`config.mk`:
```
export PLATFORM = sky130hd
export DESIGN_NAME = frame_sync_monitor
export DESIGN_NICKNAME = d
export VERILOG_FILES = /design/src/hdl/frame_sync_pkg.sv /design/src/hdl/consec_counter.sv /design/src/hdl/persist_timer.sv /design/src/hdl/frame_sync_monitor.sv
export VERILOG_INCLUDE_DIRS = /design/src /design/src/hdl
export SDC_FILE = /design/constraint.sdc
export NUM_CORES = 1
export LEC_CHECK = 0
export ABC_CLOCK_PERIOD_IN_PS = 2000
export BUFFER_PORTS_ARGS = -buffer_cell sky130_fd_sc_hd__buf_2
export CAP_MARGIN = 20
export CORE_UTILIZATION = 45
export CTS_BUF_LIST = sky130_fd_sc_hd__clkbuf_8
export DETAILED_ROUTE_END_ITERATION = 10
export PLACE_DENSITY = 0.77
export SLEW_MARGIN = 20
export SYNTH_ARGS = -nofsm -noshare
export SYNTH_HDL_FRONTEND = slang
export SYNTH_SLANG_ARGS = --single-unit
export TNS_END_PERCENT = 5
```
`constraint.sdc`:
```
create_clock -name ref_clk_i -period 2 [get_ports ref_clk_i]
set_input_delay 0.4 -clock ref_clk_i [delete_from_list [all_inputs] [get_ports ref_clk_i]]
set_output_delay 0.4 -clock ref_clk_i [all_outputs]
set_load 0.01 [all_outputs]
```
`src/hdl/frame_sync_map.svh`:
```
`ifndef FRAME_SYNC_MAP_SVH
`define FRAME_SYNC_MAP_SVH

// ****************************************************************
// Register offsets.
// ****************************************************************
`define DEFECT_STATUS_ADDR 16'h1107
`define INT_STATUS_ADDR 16'h110B
`define INT_MASK_ADDR 16'h110F

// ****************************************************************
// Field positions and reset values.
// ****************************************************************
`define SEVERE_BIT 1
`define LOSS_BIT 2
`define INT_STATUS_RST 8'h00
`define INT_MASK_RST 8'h06
`define RD_IDLE 8'h00

// ****************************************************************
// Frame counts and timing.
// ****************************************************************
`define SEVERE_DECLARE_FRAMES 4'h4
`define SEVERE_CLEAR_FRAMES 4'h2
`define INSYNC_FRAMES_DEF 4'h8
`define SEVERE_PERSIST_NS 3000000
`define CLK_PERIOD_NS 4
`define SEVERE_PERSIST_CYC \
  ((`SEVERE_PERSIST_NS + `CLK_PERIOD_NS - 1) / `CLK_PERIOD_NS)

`endif

```
`src/hdl/frame_sync_pkg.sv`:
```
package frame_sync_pkg;

  typedef enum logic [3:0] {
    ST_IN_FRAME = 4'h1,
    ST_SEVERE = 4'h2,
    ST_SEVERE_LOSS = 4'h4,
    ST_LOSS = 4'h8
  } align_state_e;

  // One framing verdict per received frame.
  typedef struct packed {
    logic strobe;
    logic err;
  } frame_obs_s;

  typedef struct packed {
    align_state_e state;
    logic severely_errored_frame_defect;
    logic frame_loss_defect;
    logic [7:0] int_stat;
    logic [7:0] int_mask;
    logic [7:0] rd_data;
    logic irq_n;
  } monitor_state_s;

endpackage

```
`src/hdl/consec_counter.sv`:
```
`timescale 1ns/100ps
// ****************************************************************
// Run length of consecutive qualifying frames.
// ****************************************************************
module consec_counter #(
  parameter int unsigned W = 4
) (
  input wire logic ref_clk_i,
  input wire logic sys_rst_i,
  input wire logic step_i,
  input wire logic hit_i,
  input wire logic restart_i,
  output logic [W-1:0] count_o
);

  typedef struct packed {
    logic [W-1:0] cnt;
  } run_state_s;

  run_state_s st_r;
  run_state_s st_nxt;

  always_comb begin
    st_nxt = st_r;
    if (restart_i) begin
      st_nxt.cnt = '0;
    end else if (step_i) begin
      if (!hit_i) begin
        st_nxt.cnt = '0;
      end else if (st_r.cnt != {W{1'b1}}) begin
        st_nxt.cnt = st_r.cnt + 1'b1;
      end
    end
  end

  always_ff @(posedge ref_clk_i or posedge sys_rst_i) begin
    if (sys_rst_i) begin
      st_r <= '0;
    end else begin
      st_r <= st_nxt;
    end
  end

  assign count_o = st_r.cnt;

endmodule

```
`src/hdl/persist_timer.sv`:
```
`timescale 1ns/100ps
// ****************************************************************
// Persistence timer: expires after CYCLES cycles of run.
// ****************************************************************
module persist_timer #(
  parameter int unsigned CYCLES = 750000,
  parameter int unsigned W = 20
) (
  input wire logic ref_clk_i,
  input wire logic sys_rst_i,
  input wire logic run_i,
  output logic expired_o
);

  localparam logic [W-1:0] LIMIT = W'(CYCLES);

  typedef struct packed {
    logic [W-1:0] cnt;
  } timer_state_s;

  timer_state_s st_r;
  timer_state_s st_nxt;

  // The count saturates so a long stay never wraps back below the limit.
  always_comb begin
    st_nxt = st_r;
    if (!run_i) begin
      st_nxt.cnt = '0;
    end else if (st_r.cnt < LIMIT) begin
      st_nxt.cnt = st_r.cnt + 1'b1;
    end
  end

  always_ff @(posedge ref_clk_i or posedge sys_rst_i) begin
    if (sys_rst_i) begin
      st_r <= '0;
    end else begin
      st_r <= st_nxt;
    end
  end

  assign expired_o = run_i && (st_r.cnt >= LIMIT);

endmodule

```
`src/hdl/frame_sync_monitor.sv`:
```
`timescale 1ns/100ps
`include "frame_sync_map.svh"
// Notes on behaviour
// - In-frame: check every frame, tolerate isolated errors.
// - Four consecutive errored frames declare severe defect.
// - Severe defect shows in status bit 1.
// - Severe defect change sets interrupt bit 1, irq.
// - Two clean frames clear severe, back in-frame.
// - Errored frames keep severe defect declared.
// - Severe held 3 ms declares frame loss.
// - Frame loss shows in status bit 2.
module frame_sync_monitor
  import frame_sync_pkg::*;
#(
  parameter int unsigned PERSIST_CYCLES = `SEVERE_PERSIST_CYC,
  parameter int unsigned PERSIST_W = 20,
  parameter logic [3:0] INSYNC_FRAMES = `INSYNC_FRAMES_DEF
) (
  input wire logic ref_clk_i,
  input wire logic sys_rst_i,
  input wire frame_obs_s frame_i,
  input wire logic [15:0] addr_i,
  input wire logic [7:0] wdata_i,
  input wire logic wr_i,
  input wire logic rd_i,
  output logic [7:0] rd_data_o,
  output logic irq_n_o,
  output logic severely_errored_frame_defect_o,
  output logic frame_loss_defect_o
);

  // ****************************************************************
  // Helpers.
  // ****************************************************************
  function automatic logic [3:0] run_len(input logic [3:0] cnt,
                                         input logic hit);
    logic [3:0] r;
    r = 4'h0;
    if (hit) begin
      r = (cnt == 4'hF) ? cnt : cnt + 4'h1;
    end
    return r;
  endfunction

  function automatic logic [7:0] defect_byte(input monitor_state_s s);
    logic [7:0] b;
    b = 8'h00;
    b[`SEVERE_BIT] = s.severely_errored_frame_defect;
    b[`LOSS_BIT] = s.frame_loss_defect;
    return b;
  endfunction

  monitor_state_s st_r;
  monitor_state_s st_nxt;
  logic [3:0] err_cnt;
  logic [3:0] good_cnt;
  logic [3:0] err_run;
  logic [3:0] good_run;
  logic [7:0] clr;
  logic [7:0] ev;
  logic restart;
  logic persist_expired;
  logic persist_run;

  // ****************************************************************
  // Frame run counters and persistence timer.
  // ****************************************************************
  // Runs restart on every state change so each state judges only
  // the frames seen since it was entered.
  assign restart = (st_nxt.state != st_r.state);
  assign persist_run = (st_r.state == ST_SEVERE);

  consec_counter #(.W(4)) u_err_run (
    .ref_clk_i(ref_clk_i),
    .sys_rst_i(sys_rst_i),
    .step_i(frame_i.strobe),
    .hit_i(frame_i.err),
    .restart_i(restart),
    .count_o(err_cnt)
  );

  consec_counter #(.W(4)) u_good_run (
    .ref_clk_i(ref_clk_i),
    .sys_rst_i(sys_rst_i),
    .step_i(frame_i.strobe),
    .hit_i(!frame_i.err),
    .restart_i(restart),
    .count_o(good_cnt)
  );

  persist_timer #(.CYCLES(PERSIST_CYCLES), .W(PERSIST_W)) u_persist (
    .ref_clk_i(ref_clk_i),
    .sys_rst_i(sys_rst_i),
    .run_i(persist_run),
    .expired_o(persist_expired)
  );

  // ****************************************************************
  // Alignment state machine and register file.
  // ****************************************************************
  always_comb begin
    st_nxt = st_r;
    err_run = run_len(err_cnt, frame_i.err);
    good_run = run_len(good_cnt, !frame_i.err);
    case (st_r.state)
      ST_IN_FRAME: begin
        // Isolated errors only grow the run; the run resets on a clean
        // frame, so the state is left only on four in a row.
        if (frame_i.strobe && err_run >= `SEVERE_DECLARE_FRAMES) begin
          st_nxt.state = ST_SEVERE;
          st_nxt.severely_errored_frame_defect = 1'b1;
        end
      end
      ST_SEVERE: begin
        // Expiry takes precedence over a clean pair in the same cycle,
        // since the defect has then persisted for the full time.
        if (persist_expired) begin
          st_nxt.state = ST_SEVERE_LOSS;
          st_nxt.frame_loss_defect = 1'b1;
        end else if (frame_i.strobe &&
                     good_run >= `SEVERE_CLEAR_FRAMES) begin
          st_nxt.state = ST_IN_FRAME;
          st_nxt.severely_errored_frame_defect = 1'b0;
        end
        // Errored frames leave the defect declared.
      end
      ST_SEVERE_LOSS: begin
        if (frame_i.strobe && good_run >= `SEVERE_CLEAR_FRAMES) begin
          st_nxt.state = ST_LOSS;
          st_nxt.severely_errored_frame_defect = 1'b0;
        end
      end
      ST_LOSS: begin
        if (frame_i.strobe && err_run >= `SEVERE_DECLARE_FRAMES) begin
          st_nxt.state = ST_SEVERE_LOSS;
          st_nxt.severely_errored_frame_defect = 1'b1;
        end else if (frame_i.strobe && good_run >= INSYNC_FRAMES) begin
          st_nxt.state = ST_IN_FRAME;
          st_nxt.frame_loss_defect = 1'b0;
        end
      end
      default: begin
        st_nxt.state = ST_IN_FRAME;
        st_nxt.severely_errored_frame_defect = 1'b0;
        st_nxt.frame_loss_defect = 1'b0;
      end
    endcase

    ev = 8'h00;
    ev[`SEVERE_BIT] = st_nxt.severely_errored_frame_defect !=
                      st_r.severely_errored_frame_defect;
    ev[`LOSS_BIT] = st_nxt.frame_loss_defect != st_r.frame_loss_defect;

    // Read clears all bits; a write of one clears that bit too.
    clr = 8'h00;
    if (rd_i && addr_i == `INT_STATUS_ADDR) begin
      clr = 8'hFF;
    end else if (wr_i && addr_i == `INT_STATUS_ADDR) begin
      clr = wdata_i;
    end
    // A new event in the clearing cycle survives the clear.
    st_nxt.int_stat = (st_r.int_stat & ~clr) | ev;

    if (wr_i && addr_i == `INT_MASK_ADDR) begin
      st_nxt.int_mask = wdata_i;
    end

    st_nxt.rd_data = `RD_IDLE;
    if (rd_i) begin
      case (addr_i)
        `DEFECT_STATUS_ADDR: st_nxt.rd_data = defect_byte(st_r);
        `INT_STATUS_ADDR: st_nxt.rd_data = st_r.int_stat;
        `INT_MASK_ADDR: st_nxt.rd_data = st_r.int_mask;
        default: st_nxt.rd_data = `RD_IDLE;
      endcase
    end

    st_nxt.irq_n = ~|(st_nxt.int_stat & st_nxt.int_mask);
  end

  always_ff @(posedge ref_clk_i or posedge sys_rst_i) begin
    if (sys_rst_i) begin
      st_r.state <= ST_IN_FRAME;
      st_r.severely_errored_frame_defect <= 1'b0;
      st_r.frame_loss_defect <= 1'b0;
      st_r.int_stat <= `INT_STATUS_RST;
      st_r.int_mask <= `INT_MASK_RST;
      st_r.rd_data <= `RD_IDLE;
      st_r.irq_n <= 1'b1;
    end else begin
      st_r <= st_nxt;
    end
  end

  assign rd_data_o = st_r.rd_data;
  assign irq_n_o = st_r.irq_n;
  assign severely_errored_frame_defect_o =
    st_r.severely_errored_frame_defect;
  assign frame_loss_defect_o = st_r.frame_loss_defect;
endmodule

```
==> impl_metrics.tcl <==
set metrics [dict create \
    slew_headroom_pct 60.6 \
    synthesis.nets 375 \
    vdd_drop_max_uv 369 \
    portBuffers 40 \
    cts-root-buf "clkbuf_8" \
    grt_setup_unrepaired "yes" \
    hold_viol_final 0 \
    ys_types 57 \
    insertion_delay_ns 0.34 \
    tightest_slew_ns 0.589 \
    diodes 0 \
    worstPathArrival_ns 2.37 \
    setup_ws_ns -0.156 \
    htreeDepth 3 \
    grt_max_degree 60 \
    synth_compound_area_share_pct 16.1 \
    slew_viol_final 0 \
    wl_per_cell_um 14.0 \
    cap_viol_max_count 0 \
    synth_most_common_cell "dfrtp_1" \
    hp-class "in2async" \
    crit_path_start_kind "register" \
    final_area_sq_mm 0.00414 \
    cts_tree "built" \
    grt-ovfl-total 0 \
    multi_input_area_sq_mm 0.00173 \
    synth_cells 341 \
    synthAdderAreaFrac_pct 1.54 \
    crit_required_ns 2.21 \
    seq_area_frac_synth_pct 45.5 \
    dr.pass1.iters 4 \
    min_period_over_period_pct 108 \
    status "finished, violations left" \
    drc_errors 0 \
    cts_sinks 59 \
    via_per_inst 5.30 \
    fin_nets 448 \
    setup_viol 10 \
    tns_ns -1.28 \
    die_y_um 87.1 \
    core_sq_mm 0.00691 \
    n_fill_cell 578 \
    cts_buffer_depth 2 \
    synth_edf_count 0 \
    synthXorXnorAreaFrac_pct 4.03 \
    fmax_mhz 464 \
    ant_nets 0 \
    pre_cts_ws_ns -0.132 \
    skew_ns 0.0106 \
    synth_top_cell_by_area "dfrtp_1" \
    synth_top_family_by_area "simple AND/OR/NAND/NOR gates" \
    cts.clk_slew.worst_paths_ns 0.07 \
    reg2reg_slack_ns -0.16 \
    layout-drive-gt1-share_pct 35.8 \
    die_w_um 87.1 \
    regArea_sq_mm 0.00148 \
    power.leakage_nw 1.86 \
    synth_ff_type "dfrtp_1" \
    async_reset_ff_share_pct 100 \
    start_util_pct 47.2 \
    numCtsBuffers 9 \
    mappedNetlistArea_sq_mm 0.00326 \
    synth_mux_area_share_pct 5.30 \
    yosys-top-cells-area "dfrtp_1, nor2_1, a21oi_1" \
    synth_common_cells "dfrtp_1, nor2_1, nand2_1" \
    syn2layout_area_growth_pct 27.0 \
    grt_pass1_vias 2557 \
    grt_pass1_wl_um 11800 \
    track_usage_pct 20.2 \
    synth_area_per_cell_sq_um 9.55 \
    cts_hold_buf 0 \
    synth_top_area_share_pct 42.3 \
    antenna_found_initial 0 \
    dp_hpwl_um 4980 \
    num_io_pins 41 \
    violations "setup timing" \
    drt-total-wl_um 7190 \
    placed_area_sq_mm 0.00376 \
    first_iter_violations 173 \
    ys_seq_elements 59 \
    vias 2728 \
    cellPowerDensity_mw_per_mm2 755 \
    yosysWarnings 0 \
    period_minus_slack_ns 2.16 \
    die_area_sq_mm 0.00758 \
    crit_type "reg2reg" \
    rows 30 \
    cp_max_fo 6 \
    worstSetupEndpointType "register" \
    routabilityCongestion 0.893 \
    yosys.area_share.simple_pct 22.9 \
]
==> layout by cell type, fill, tap and decap left out, types with 3 or more instances in the layout <==
cell	Yosys	layout
buf_2	2	40
dfstp_2	4	4
nand3_1	7	7
a21oi_2	4	6
a31oi_1	4	4
dfrtp_1	55	55
nand2b_1	4	4
mux2_2	10	10
xor2_1	12	12
or3_1	5	5
or2_2	3	3
xnor2_1	3	3
nor2b_1	3	3
mux2i_1	6	6
a21oi_1	26	24
o21ai_0	12	11
nor3_1	7	5
a22oi_1	3	3
nand2_1	33	31
nor2_2	0	3
inv_1	10	9
buf_4	9	39
and3_1	7	6
o21a_1	6	6
nand4_1	8	8
clkbuf_8	0	10
nor3b_1	3	3
nor2_1	47	43
==> repair_timing <==
| item | 4_1_cts | 5_1_grt |
|---|---|---|
| buffers inserted | 4 | 2 |
| setup endpoints to repair | 9 | 17 |
| gates cloned | 0 | 0 |
| gates resized for setup | 9 | 15 |
| pin swaps | 11 | 13 |
==> registers in the layout, indices dropped and copies added, names as in the netlist <==
register                         count
irq_n_o                              1
frame_loss_defect_o                  1
severely_errored_frame_defect_o      1
u_persist.st_r                      20
st_r                                20
u_err_run.count_o                    4
rd_data_o                            8
u_good_run.count_o                   4
==> path summary, 6_finish.rpt <==
check                                     startpoint                    to  cells past startpoint
worst max-delay path            u_err_run.count_o[0]  u_err_run.count_o[2]                      9
worst min-delay path                       sys_rst_i              st_r[17]                      3
worst max register to register  u_err_run.count_o[0]  u_err_run.count_o[2]                      9
worst min register to register               st_r[9]          rd_data_o[0]                      2
max in group asynchronous                  sys_rst_i              st_r[27]                      3
min in group ref_clk_i                    wdata_i[5]              st_r[14]                      2
==> cells by family after synthesis <==
family,after synthesis
xor+xnor,15
buf+inv,30
fa+ha+maj,4
compound gates,75
flops,59
simple gates,142
mux,16
==> area by class of cell <==
class / instances / share of cell area (%)
sequential: 59 / 35.8
multi-input combinational: 252 / 41.9
timing repair buffer: 82 / 13.0
clock inverter: 6 / 2.15
clock buffer: 10 / 3.33
tap: 96 / 2.90
inverter: 10 / 0.908
==> per-layer routing <==
layer,vias to the layer above,track usage (%),part of all wire (%)
li1,1347,-,-
met1,1296,25.1,44
met2,71,34.1,50
met3,14,4.45,4.2
met4,0,8.33,1.9
met5,-,0,0
==> report_power, final <==
group | internal, mW | leakage (nW) | switching, mW
Combinational | 0.277 | 0.955 | 0.281
Sequential | 1.26 | 0.797 | 0.0842
Clock | 0.735 | 0.108 | 0.489
Total | 2.27 | 1.86 | 0.854
==> metrics by stage <==
step	utilization (%)	total power [mW]	instances	hold slack, ns
6_report	59.9	3.12	515	0.110
4_1_cts	58.8	3.08	513	0.119
5_1_grt	59.9	3.27	515	0.126
2_1_floorplan	-	1.61	341	0.479
3_5_place_dp	54.4	1.80	493	0.484
3_3_place_gp	54.4	1.78	493	0.483
==> critical path: stages (launching register included) <==
cell,delay (ns)
dfrtp_1,0.41
ha_4,0.18
and2_4,0.15
a21oi_2,0.13
o211ai_1,0.27
o22a_1,0.29
o21ba_2,0.22
o2111ai_4,0.20
buf_6,0.16
a21oi_2,0.03
(Power assumes the default switching activity.)
